$ cat src/core/asc_pkg.sv
/*
  Package for the asynchronous static memory port controller: pin bundle,
  request carrier, state codes and timing counts.
  Assumes a 100 MHz system clock; all times are whole cycles of 10 ns.
*/
package asc_pkg;

  localparam int ADDR_W             = 15;
  localparam int DATA_W             = 8;
  localparam int CLK_PERIOD_NS      = 10;

  // times in ns for the slowest grade served (15 ns part)
  localparam int CYCLE_TIME_NS      = 15;
  localparam int WRITE_PULSE_MIN_NS = 9;
  localparam int DATA_SETUP_NS      = 7;
  localparam int WRITE_TO_FLOAT_NS  = 7;
  localparam int OUTPUT_REACT_NS    = 2;
  localparam int OUT_FLOAT_NS       = 7;

  // least times round up to whole cycles
  localparam int READ_CYCLES        =
    (CYCLE_TIME_NS + CLK_PERIOD_NS - 1) / CLK_PERIOD_NS;
  localparam int WRITE_PULSE_CYCLES =
    (WRITE_PULSE_MIN_NS + CLK_PERIOD_NS - 1) / CLK_PERIOD_NS;
  localparam int FLOAT_CYCLES       =
    (WRITE_TO_FLOAT_NS + OUTPUT_REACT_NS + CLK_PERIOD_NS - 1)
    / CLK_PERIOD_NS;
  localparam int TURN_CYCLES        =
    (OUT_FLOAT_NS + CLK_PERIOD_NS - 1) / CLK_PERIOD_NS;

  localparam logic [3:0] CNT_ONE    = 4'h1;

  typedef struct packed {
    logic [ADDR_W-1:0] addr;
    logic              cs_n;
    logic              oe_n;
    logic              we_n;
  } asc_pins_type;

  typedef struct packed {
    logic              write;
    logic [ADDR_W-1:0] addr;
    logic [DATA_W-1:0] wdata;
  } asc_req_type;

  typedef enum logic [4:0] {
    ST_IDLE  = 5'h01,
    ST_READ  = 5'h02,
    ST_WRITE = 5'h04,
    ST_HOLD  = 5'h08,
    ST_TURN  = 5'h10
  } asc_state_type;

endpackage : asc_pkg

$ cat src/core/asc_timer.sv
/*
  Down-counter that paces each phase of a memory access.
  Assumes the loader gives a count of at least one cycle.
*/
module asc_timer #(
  parameter int CNT_W = 4
) (
  input  wire logic             i_sys_clk,
  input  wire logic             i_rst_n,
  input  wire logic             i_load,
  input  wire logic [CNT_W-1:0] i_count,
  output logic                  o_done
);

  logic [CNT_W-1:0] cnt_reg;

  always_ff @(posedge i_sys_clk) begin
    if (!i_rst_n) begin
      cnt_reg <= '0;
    end else if (i_load) begin
      cnt_reg <= i_count;
    end else if (cnt_reg != '0) begin
      cnt_reg <= cnt_reg - 1'b1;
    end
  end

  // done in the cycle the last counted cycle elapses
  assign o_done = (cnt_reg == {{(CNT_W-1){1'b0}}, 1'b1});

endmodule : asc_timer

$ cat src/core/asc_ctrl.sv
/*
  Controller for a 32K x 8 asynchronous static memory: turns single
  read or write requests into chip-select, output-enable, write-enable,
  address and data-pin sequences. Assumes a 100 MHz clock, pins sampled
  synchronously, and an external pad that resolves the data wire.
*/
// Summary of operation
// - address changes only while write enable or select is high.
// - address is valid no later than select falls for a read.
// - write with output enable low needs pulse beyond float plus reactivation.
// - write with output enable high may use the minimum write pulse.
// - controller never drives data while the memory may still drive.
module asc_ctrl
  import asc_pkg::*;
#(
  parameter int CNT_W = 4
) (
  input  wire logic              i_sys_clk,
  input  wire logic              i_rst_n,
  input  wire logic              i_req_valid,
  input  wire asc_pkg::asc_req_type i_req,
  output logic                   o_req_ready,
  output logic                   o_rd_valid,
  output logic [asc_pkg::DATA_W-1:0] o_rd_data,
  output asc_pkg::asc_pins_type  o_pins,
  output logic [asc_pkg::DATA_W-1:0] o_dq_out,
  output logic [asc_pkg::DATA_W-1:0] o_dq_oe,
  input  wire logic [asc_pkg::DATA_W-1:0] i_dq_in
);
  import asc_pkg::*;

  // every phase count, plus one, must fit the timer or a phase wraps to
  // zero and the state machine waits for a done that never comes
  if (CNT_W < 2
      || (1 << CNT_W) <= READ_CYCLES + 1
      || (1 << CNT_W) <= WRITE_PULSE_CYCLES + 1
      || (1 << CNT_W) <= FLOAT_CYCLES + 1
      || (1 << CNT_W) <= TURN_CYCLES + 1) begin : g_cnt_w_bad
    $error("asc_ctrl: CNT_W too small for timing counts");
  end

  function automatic logic [CNT_W-1:0] cyc(input int n);
    cyc = (n < 1) ? CNT_W'(1) : CNT_W'(n);
  endfunction : cyc

  // a read closes in the cycle its strobe window runs out
  function automatic logic rd_closing(input asc_state_type st,
                                      input logic          done);
    rd_closing = (st == ST_READ) && done;
  endfunction : rd_closing

  asc_state_type    state_reg;
  asc_pins_type     pins_reg;
  logic [DATA_W-1:0] dq_out_reg;
  logic             dq_oe_reg;
  logic             ready_reg;
  logic             rd_valid_reg;
  logic [DATA_W-1:0] rd_data_reg;
  logic             tmr_load;
  logic [CNT_W-1:0] tmr_count;
  logic             tmr_done;
  logic             take;

  assign take = ready_reg && i_req_valid;

  // one shared timer paces every phase; only one phase runs at a time
  asc_timer #(.CNT_W(CNT_W)) u_timer (
    .i_sys_clk (i_sys_clk),
    .i_rst_n   (i_rst_n),
    .i_load    (tmr_load),
    .i_count   (tmr_count),
    .o_done    (tmr_done)
  );

  always_comb begin
    tmr_load  = 1'b0;
    tmr_count = cyc(1);
    // each phase loads its length as it starts; done ends it
    case (state_reg)
      ST_IDLE: begin
        if (take) begin
          tmr_load  = 1'b1;
          // oe stays high on writes, so minimum pulse suffices
          tmr_count = i_req.write ? cyc(WRITE_PULSE_CYCLES)
                                  : cyc(READ_CYCLES);
        end
      end
      ST_READ: begin
        if (tmr_done) begin
          tmr_load  = 1'b1;
          tmr_count = cyc(TURN_CYCLES);
        end
      end
      ST_WRITE: begin
        if (tmr_done) begin
          tmr_load  = 1'b1;
          tmr_count = cyc(1);
        end
      end
      ST_HOLD, ST_TURN: begin
        tmr_load = 1'b0;
      end
      default: begin
        tmr_load = 1'b0;
      end
    endcase
  end

  // one access at a time; no queue, so the requester holds until taken
  always_ff @(posedge i_sys_clk) begin
    if (!i_rst_n) begin
      state_reg <= ST_IDLE;
    end else begin
      case (state_reg)
        ST_IDLE:  if (take) state_reg <= i_req.write ? ST_WRITE : ST_READ;
        ST_READ:  if (tmr_done) state_reg <= ST_TURN;
        ST_WRITE: if (tmr_done) state_reg <= ST_HOLD;
        ST_HOLD:  if (tmr_done) state_reg <= ST_IDLE;
        ST_TURN:  if (tmr_done) state_reg <= ST_IDLE;
        default:  state_reg <= ST_IDLE;
      endcase
    end
  end

  // strobes and address; select high between accesses keeps standby
  always_ff @(posedge i_sys_clk) begin
    if (!i_rst_n) begin
      pins_reg <= '{addr: '0, cs_n: 1'b1, oe_n: 1'b1, we_n: 1'b1};
    end else begin
      case (state_reg)
        ST_IDLE: begin
          if (take) begin
            // address moves only while select is still high
            pins_reg.addr <= i_req.addr;
            pins_reg.cs_n <= 1'b0;
            // select and write strobe fall together: memory never drives
            pins_reg.we_n <= ~i_req.write;
            // oe held high on writes keeps the float allowance out of
            // the pulse, so a one-cycle strobe is always long enough
            pins_reg.oe_n <= i_req.write;
          end
        end
        ST_READ: begin
          if (tmr_done) begin
            pins_reg.cs_n <= 1'b1;
            pins_reg.oe_n <= 1'b1;
          end
        end
        ST_WRITE: begin
          if (tmr_done) begin
            // both rise together, closing the overlap
            pins_reg.we_n <= 1'b1;
            pins_reg.cs_n <= 1'b1;
          end
        end
        default: begin
          pins_reg.cs_n <= pins_reg.cs_n;
        end
      endcase
    end
  end

  // data pin drive: on from write start, off one cycle after strobes rise
  always_ff @(posedge i_sys_clk) begin
    if (!i_rst_n) begin
      dq_oe_reg  <= 1'b0;
      dq_out_reg <= '0;
    end else if (state_reg == ST_IDLE && take && i_req.write) begin
      // memory was deselected with oe high, so lines are already free
      dq_oe_reg  <= 1'b1;
      dq_out_reg <= i_req.wdata;
    end else if (state_reg == ST_HOLD && tmr_done) begin
      dq_oe_reg  <= 1'b0;
    end
  end

  always_ff @(posedge i_sys_clk) begin
    if (!i_rst_n) begin
      rd_valid_reg <= 1'b0;
      rd_data_reg  <= '0;
    end else begin
      rd_valid_reg <= rd_closing(state_reg, tmr_done);
      if (rd_closing(state_reg, tmr_done)) begin
        rd_data_reg <= i_dq_in;
      end
    end
  end

  // ready drops on the take edge so one held request is never taken twice
  always_ff @(posedge i_sys_clk) begin
    if (!i_rst_n) begin
      ready_reg <= 1'b0;
    end else if (take) begin
      ready_reg <= 1'b0;
    end else begin
      ready_reg <= (state_reg == ST_IDLE)
                || ((state_reg == ST_HOLD || state_reg == ST_TURN)
                    && tmr_done);
    end
  end

  assign o_req_ready = ready_reg;
  assign o_rd_valid  = rd_valid_reg;
  assign o_rd_data   = rd_data_reg;
  assign o_pins      = pins_reg;
  assign o_dq_out    = dq_out_reg;
  assign o_dq_oe     = {DATA_W{dq_oe_reg}};

endmodule : asc_ctrl

$ cat config.mk
export PLATFORM = sky130hd
export DESIGN_NAME = asc_ctrl
export DESIGN_NICKNAME = d
export VERILOG_FILES = /design/src/core/asc_pkg.sv /design/src/core/asc_timer.sv /design/src/core/asc_ctrl.sv
export SDC_FILE = /design/constraint.sdc
export NUM_CORES = 1
export LEC_CHECK = 0
export ABC_CLOCK_PERIOD_IN_PS = 3000
export BUFFER_PORTS_ARGS = -buffer_cell sky130_fd_sc_hd__buf_2
export CELL_PAD_IN_SITES_DETAIL_PLACEMENT = 1
export CELL_PAD_IN_SITES_GLOBAL_PLACEMENT = 2
export CORE_MARGIN = 4
export CORE_UTILIZATION = 30
export CTS_CLUSTER_SIZE = 25
export DETAILED_ROUTE_END_ITERATION = 10
export PLACE_DENSITY_LB_ADDON = 0.08
export SETUP_SLACK_MARGIN = 0.02
export SLEW_MARGIN = 20
export SYNTH_ARGS = -nofsm -noshare
export SYNTH_HDL_FRONTEND = slang
export SYNTH_SLANG_ARGS = --single-unit
export TNS_END_PERCENT = 1
$ cat constraint.sdc
create_clock -name i_sys_clk -period 3 [get_ports i_sys_clk]
set_clock_uncertainty 0.15 [all_clocks]
set_input_delay 0.15 -clock i_sys_clk [delete_from_list [all_inputs] [get_ports i_sys_clk]]
set_output_delay 0.15 -clock i_sys_clk [all_outputs]
set_load 0.02 [all_outputs]
---- Yosys cells after proc, flatten, opt, wreduce, memory -nomap -nowiden ----
Index checks and enable logic that the tools add are counted.
storage, ports and cells
  register bits after elaboration ......... 46
  input bits .............................. 35
cells by class
  equal/unequal tests ..................... 10
  multiplexer cells ....................... 22
  reduce and logical (&&, ||, !) cells .... 22
  bitwise operators ....................... 2
  add/sub/neg operators ................... 1
operator list
  kind                                                                 count
  5-bit 2-to-1 mux                                                     4
  5-bit one-hot mux with 4 select lines                                1
  2-bit 2-to-1 mux                                                     4
  4-bit 2-to-1 mux                                                     2
  4-bit AND reduction                                                  2
  2-bit nonzero test                                                   4
  1-bit logical AND                                                    6
  3-bit 2-to-1 mux                                                     2
  2-bit inequality test (second input constant)                        3
  1-bit one-hot mux with 2 select lines                                3
  3-bit AND reduction                                                  2
  2-bit OR reduction                                                   3
  5-bit by 1-bit == test with 1-bit output (second input constant)     1
  5-bit by 2-bit == test with 1-bit output (second input constant)     1
  5-bit by 3-bit == test with 1-bit output (second input constant)     1
  5-bit by 4-bit == test with 1-bit output (second input constant)     1
  5-bit == test (second input constant)                                1
  1-bit 2-to-1 mux                                                     5
  4-bit by 1-bit == test with 1-bit output (second input constant)     1
  4-bit nonzero test                                                   1
  4-bit by 1-bit subtractor with 4-bit output (second input constant)  1
  1-bit one-hot mux with 3 select lines                                1
  3-bit nonzero test                                                   1
  1-bit logical OR                                                     2
  other kinds (3)                                                      4

---- Depth between registers and ports, before layout ----
Gate-level depths: netlist of the first run.
  word-level depth ........................ 4
  gate-level depth with buffers ........... 6
  gate-level depth less buffers ........... 5

---- Cells and area by module ----
A second synthesis of the first run with hierarchy kept.
unflattened totals
  cell total of the unflattened synthesis .. 220
  area, all modules ....................... 2138.3 µm²
by module, submodules not included
  module     cells an instance  area an instance (µm²)  times used
  asc_ctrl   193                1886.8                  1
  asc_timer  27                 251.5                   1

---- Worst setup path before layout of the first run ----
Ideal clock, no wire load.
  path type ............................... reg-to-reg
  from .................................... reg u_timer.cnt_reg[0]
  to ...................................... reg u_timer.cnt_reg[0]
  setup time .............................. 0.060 ns
  arrival ................................. 1.578 ns
  path slack .............................. 1.213 ns
  cell stages (with the launch flop) ...... 6
  clock period less this slack ............ 1.787 ns
  buffers on the path ..................... 1
  path through ............................ dfxtp_1 ha_1 or4b_4 buf_6 nor4_4 o311a_1
on the way
  longest elaborated chain between the ends .. 4
  elaborated cells on any way between the ends .. 8
  classes of those cells .................. add/sub (1); eq/ne (1); mux (4); reduce/logical (2)
RTL lines
  what                                                                                 RTL line         source
  from (decl)                                                                          asc_timer.sv:15  logic [CNT_W-1:0] cnt_reg;
  from (signal assigned)                                                               asc_timer.sv:21  cnt_reg <= i_count;
  from (signal assigned)                                                               asc_timer.sv:23  cnt_reg <= cnt_reg - 1'b1;
  branches (longest 4 deep; another with 4-bit by 1-bit subtractor with 4-bit output)  --
Parallel ways; which one is timed is not known. The select of a mux whose other input is x is not followed.
A chain may end at the register's enable or synchronous reset.

---- Final worst setup path of the first run ----
  from .................................... reg state_reg[4]
  to ...................................... reg dq_out_reg[4], in the netlist o_dq_out[4]
on the way
  longest elaborated chain between the ends .. 3
RTL lines
  what                                      RTL line         source
  from (decl)                               asc_ctrl.sv:52   asc_state_type state_reg;
  from (signal assigned)                    asc_ctrl.sv:115  ST_IDLE: if (take) state_reg <= i_req.write ? ST_WRITE : ST_READ;
  5-bit by 1-bit == test with 1-bit output  asc_ctrl.sv:168  end else if (state_reg == ST_IDLE && take && i_req.write) begin
  1-bit logical AND (2 in series)           asc_ctrl.sv:168
  to (signal assigned)                      asc_ctrl.sv:171  dq_out_reg <= i_req.wdata;
  to (decl)                                 asc_ctrl.sv:54   logic [DATA_W-1:0] dq_out_reg;
No other way between the ends.

==> results of run 1 <==
==> worst paths after layout <==
check	startpoint	endpoint	slack [ns]	cells after the start
worst max-delay path	state_reg[4]	o_dq_out[4]	0.95	4
worst min register to register	o_dq_out[3]	o_dq_out[3]	0.32	2
worst min-delay path	i_req_valid	o_req_ready	0.03	4
worst max register to register	state_reg[4]	o_dq_out[4]	0.95	4
==> area by class of cell <==
class / count / share of cell area [%]
clock inverters: 1 / 1.02
clock buffers: 6 / 2.80
multi-input cells: 158 / 34.5
flip-flops and latches: 46 / 31.2
inverters: 4 / 0.509
repair buffers: 117 / 25.9
well taps: 96 / 4.07
==> metal layers <==
layer / part of all wire [%] / wire, um
met1: 46 / 3140
met2: 50 / 3430
met3: 3.2 / 218
met4: 0.95 / 65
met5: 0 / 0
==> per-stage QoR <==
step / instances / hold slack [ns] / util [%] / power, mW
after global routing: 428 / 0.0280 / 43.4 / 1.68
after global placement: 389 / 0.258 / 37.0 / 1.08
after detailed placement: 389 / 0.262 / 37.0 / 1.09
final: 428 / 0.0278 / 43.4 / 1.58
after CTS: 428 / 0.0215 / 43.4 / 1.61
after floorplan: 240 / 0.148 / - / 0.971
==> layout by cell type, fill, tap and decap left out, drive strengths merged, types with 4 or more instances in the layout <==
| master | count |
|---|---|
| nand3 | 25 |
| nor2 | 4 |
| a21oi | 34 |
| buf | 85 |
| clkbuf | 6 |
| dlygate4sd3 | 32 |
| nand4 | 10 |
| o31ai | 8 |
| nand3b | 5 |
| nor4 | 6 |
| o21ai | 27 |
| nor3b | 4 |
| dfxtp | 46 |
==> power groups by stage <==
stage,logic (mW),registers [mW],clock network (mW)
4_1_cts,0.407,0.702,0.499
3_5_place_dp,0.374,0.716,0
3_3_place_gp,0.369,0.714,0
2_1_floorplan,0.244,0.728,0
6_report,0.403,0.700,0.476
5_1_grt,0.453,0.709,0.516
==> critical path, stage by stage, from the launching register on <==
cell	delay [ns]
dfxtp_1	0.47
or3b_1	0.66
buf_4	0.29
o31ai_1	0.24
a21oi_1	0.09
==> kinds of logic (layout without fill, tap and decap cells) <==
group	count (synthesis)	in the layout	share of synthesized area [%]
flip-flops	46	46	43.7
adder cells (fa/ha/maj)	2	2	1.19
AND/OR/NAND/NOR	73	73	22.8
XOR/XNOR	3	3	1.25
AO/OA/AOI/OAI	77	77	20.6
multiplexers	3	3	1.54
buffers and inverters	36	128	8.97
==> reports/results.tsv, run 1 <==
metric	value	unit
GRT Max-Usage Layer	met2	
pwr dens	535	nW/um^2
fillers	820	
Vias/cell	4.93	
CTS buffer count	5	
top post-synthesis cells by area	dfxtp_1 44%, a21oi_1 8.1%, o21ai_0 6.4%	
final hold violation count	0	
outcome	finished clean	
Initial Utilization	31.0	%
syn_nets	277	
Core ar.	6790	um^2
sequential cell fraction of total power	44.3	%
setup violators final	0	
EDFF count, synth	0	
worst slew pin tran	0.864	ns
WP data required	3.00	ns
YS warnings	0	
crit share post-route	68.5	%
Max Slew Vio Count	0	
register area	921	um^2
postcts setup bufs	0	
hold bufs inserted after CTS	32	
asr flop ratio synth	0	%
Switch Pwr	0.474	mW
post-cts sizing count	0	
startpoint types	flop	
post-synth top area share	43.7	%
sequential-to-total area share from yosys stat	43.7	%
met1 Use GR	21.2	%
CTS tree	yes	
DR DRC count	0	
DP HPWL	4460	um
mean area per synthesized cell	8.77	um^2
ANT nets after route	0	
pre-CTS WS	0.930	ns
P_leak	1.19	nW
Yosys top cell by area	dfxtp_1	
diode count	0	
first-pass GRT wire length	11300	um
Worst Path Arrival	2.06	ns
count leader, synth	dfxtp_1	
Clock Sinks	46	
Synth Flop Type	dfxtp_1	
Sw Ratio	30.0	%
met2 Usage GRT	28.6	%
M3 GR Usage	2.95	%
Final Critical Period	2.05	ns
proportion of layout cells with a drive suffix above 1	30.4	%
Max Buffers Root-to-Sink	2	
most frequent cells after synthesis	46 x dfxtp_1, 34 x a21oi_1, 27 x o21ai_0	
Crit Path Class	reg -> reg	
part of the power in combinational logic	25.5	%
Seq cells post-synth	46	
final WL	6860	um
clk_lat worst skew	0.30	ns
Max-slew headroom	42.3	%
drt wl/cell	16.0	um
clk slew on worst S/H paths	0.09	ns
worst hold path class	in -> reg	
gr usage total	16.6	%
power share of the clock group	30.2	%
Syn Std Cell Area	2110	um^2
die outline height	91.8	um
Highest Clock Rate	487	MHz
RSZ-0062 raised after global routing	false	
crit path capture type	flop	
Gate Count Post-Synth	240	
Die X	91.8	um
PortBufs	78	
H-tree depth	2	
setup ws final	0.946	ns
Max Cap Viol	0	
post-synth cell types	45	
Design Area, Final	2950	um^2
drt first-iter violations	91	
initial antenna violation count	0	
area of the multi-input gates	1020	um^2
drt pass-1 iters	4	
DR vias	2112	
# nets final	369	
I/O pin cnt	79	
number of global-route vias before repair	2236	
Internal	1.11	mW
Final GP Congestion	0.678	
grt ovf	0	
root buffer selected by CTS	clkbuf_8	
Area after DPL	2520	um^2
setup tns final	0	ns
worst-path fanout max	16	
Syn-to-layout area delta	40.0	%
die area	8420	um^2
# rows	30	
largest net degree at the start of global routing	27	
max FFs per register	18	
VDD IR max	217	uV
Power figures use the tool's default switching activity.
==> run 2, diff against run 1 <==
--- a/config.mk
+++ b/config.mk
@@ -5,12 +5,12 @@
 export SDC_FILE = /design/constraint.sdc
 export NUM_CORES = 1
 export LEC_CHECK = 0
-export ABC_CLOCK_PERIOD_IN_PS = 3000
+export ABC_CLOCK_PERIOD_IN_PS = 2000
 export BUFFER_PORTS_ARGS = -buffer_cell sky130_fd_sc_hd__buf_2
 export CELL_PAD_IN_SITES_DETAIL_PLACEMENT = 1
 export CELL_PAD_IN_SITES_GLOBAL_PLACEMENT = 2
 export CORE_MARGIN = 4
-export CORE_UTILIZATION = 30
+export CORE_UTILIZATION = 27
 export CTS_CLUSTER_SIZE = 25
 export DETAILED_ROUTE_END_ITERATION = 10
 export PLACE_DENSITY_LB_ADDON = 0.08
==> constraint.sdc (replaced) <==
create_clock -name i_sys_clk -period 2 [get_ports i_sys_clk]
set_clock_uncertainty 0.15 [all_clocks]
set_input_delay 0.1 -clock i_sys_clk [delete_from_list [all_inputs] [get_ports i_sys_clk]]
set_output_delay 0.1 -clock i_sys_clk [all_outputs]
set_load 0.02 [all_outputs]
==> run 2 against run 1 <==
  * Critical endpoint is now u_timer.cnt_reg[0]
  * Worst hold slack improved by 0.30 ns
  * Critical path depth is 1 higher
  * Cell count grew 4.0%
==> reports/results.tsv, run 2 (same netlist as run 1, synthesis figures left out) <==
metric	value	unit
final WL	7540	um
M3 GR Usage	3.83	%
met2 Usage GRT	29.0	%
WP data required	2.10	ns
setup violators final	0	
PortBufs	78	
most frequent cells in the layout	78 x buf_2, 45 x dfxtp_1, 34 x a21oi_1, 34 x dlygate4sd3_1, 27 x o21ai_0	
worst-path fanout max	5	
Crit Path Class	reg -> reg	
diode count	0	
drt wl/cell	17.0	um
r2r endpoint	u_timer.cnt_reg[0]	
Max Slew Vio Count	0	
clk_lat worst skew	0.30	ns
hold_sp	o_dq_out[2]	
Max-slew headroom	61.9	%
largest net degree at the start of global routing	24	
Highest Clock Rate	526	MHz
crit path buf inv count	1	
R2R Setup Slk	0.1	ns
Final Critical Period	1.90	ns
Finished Layout Cells	445	
GRT Max-Usage Layer	met2	
Syn-to-layout area delta	45.9	%
VDD IR max	336	uV
CTS tree	yes	
die area	9280	um^2
met1 Use GR	21.8	%
Min-Delay Endpoint	o_dq_out[2]	
crit-path cells	inv_1 -> ha_2 -> or4b_4 -> nor4_4 -> o311a_1	
first-pass GRT wire length	12200	um
H-tree depth	2	
drt first-iter violations	49	
Clock Sinks	46	
Max Buffers Root-to-Sink	2	
initial antenna violation count	0	
setup tns final	0	ns
Crit-path slowest cell	or4b_4	
Final GP Congestion	0.727	
number of global-route vias before repair	2394	
DR vias	2223	
# nets final	383	
Max Cap Viol	0	
worst hold path class	reg -> reg	
Hold Crit Depth	2	
RSZ-0062 raised after global routing	false	
Placed Instances	403	
crit path capture type	flop	
outcome	finished clean	
fillers	896	
Crit path max-delay family	simple AND/OR/NAND/NOR gates	
grt ovf	0	
Core Util, Final	41.5	%
ANT nets after route	0	
startpoint types	flop	
clk slew on worst S/H paths	0.09	ns
proportion of layout cells with a drive suffix above 1	33.5	%
worst r2r src	u_timer.cnt_reg[1]	
most common cell after layout, fill and taps aside	buf_2	
Die X	96.3	um
I/O pin cnt	79	
max incr delay on CP	0.49	ns
final hold violation count	0	
pwr dens	790	nW/um^2
crit share post-route	95.0	%
DP HPWL	4960	um
DR DRC count	0	
PnR Total Power	2.43	mW
Vias/cell	5.00	
R2R depth	5	
# rows	31	
Worst Path Arrival	2.00	ns
Initial Utilization	28.4	%
Core ar.	7410	um^2
CTS buffer count	5	
gr usage total	17.1	%
P_leak	1.27	nW
root buffer selected by CTS	clkbuf_8	
worst slew pin tran	0.570	ns
die outline height	96.3	um
max FFs per register	18	
drt pass-1 iters	4	
==> run 2: cell count changes in the layout (fill, tap and decap cells not counted) <==
cell           previous run  this run
nor3b_2                   1         2
dlygate4sd3_1            32        34
dfxtp_1                  46        45
dfxtp_2                   0         1
ha_2                      0         1
buf_4                     7        19
nor3b_1                   3         2
ha_1                      2         1
==> run 2: metal layers <==
metal	vias up	share of wire, %
met5	-	0
met4	0	1.4
met3	10	3.9
met2	38	50
met1	1087	45
li1	1088	-
==> run 2: final cells by class <==
cell class | count | area (um^2) | share of cell area (%)
clock buffers | 6 | 82.6 | 2.69
clock inverters | 1 | 30.0 | 0.978
inverters | 4 | 15.0 | 0.489
multi-input cells | 158 | 1020 | 33.4
flip-flops and latches | 46 | 922 | 30.0
well taps | 99 | 124 | 4.03
repair buffers | 131 | 873 | 28.4
==> run 2: timing repair <==
item,CTS,global route
pin swaps,0,1
gates cloned,0,0
endpoints found under the setup margin,2,5
hold buffers,34,0
gates resized for setup,1,2
hold endpoints to repair,36,0
setup buffers,0,1
==> run 2: per-stage QoR <==
stage          worst slack, ns  area, um^2  hold slack [ns]
2_1_floorplan            0.213        2110           0.0977
3_3_place_gp            0.0371        2600            0.207
3_5_place_dp           -0.0556        2600            0.210
4_1_cts                 0.0453        3060            0.327
5_1_grt                 0.0181        3070            0.348
6_report                0.0991        3070            0.325
==> run 2: power breakdown <==
group	internal [mW]	total (mW)	switching (mW)
Sequential	0.985	1.05	0.0695
Clock	0.401	0.735	0.334
Combinational	0.296	0.638	0.342
Total	1.68	2.43	0.746
==> run 2: how the worst max path moves through the flow <==
stage	startpoint	to	slack [ns]	cells after the start
2_1_floorplan	u_timer.cnt_reg[0]	u_timer.cnt_reg[0]	0.21	5
6_report	u_timer.cnt_reg[1]	u_timer.cnt_reg[0]	0.1	5
4_1_cts	u_timer.cnt_reg[0]	u_timer.cnt_reg[0]	0.05	4
3_5_place_dp	u_timer.cnt_reg[0]	state_reg[3]	-0.06	4
5_1_grt	u_timer.cnt_reg[1]	u_timer.cnt_reg[0]	0.02	5
3_3_place_gp	u_timer.cnt_reg[0]	state_reg[3]	0.04	4
==> run 2: worst min-delay path, stage by stage, from the launching register on <==
cell     delay [ns]
dfxtp_1        0.32
o31ai_1        0.06
a21oi_1        0.06
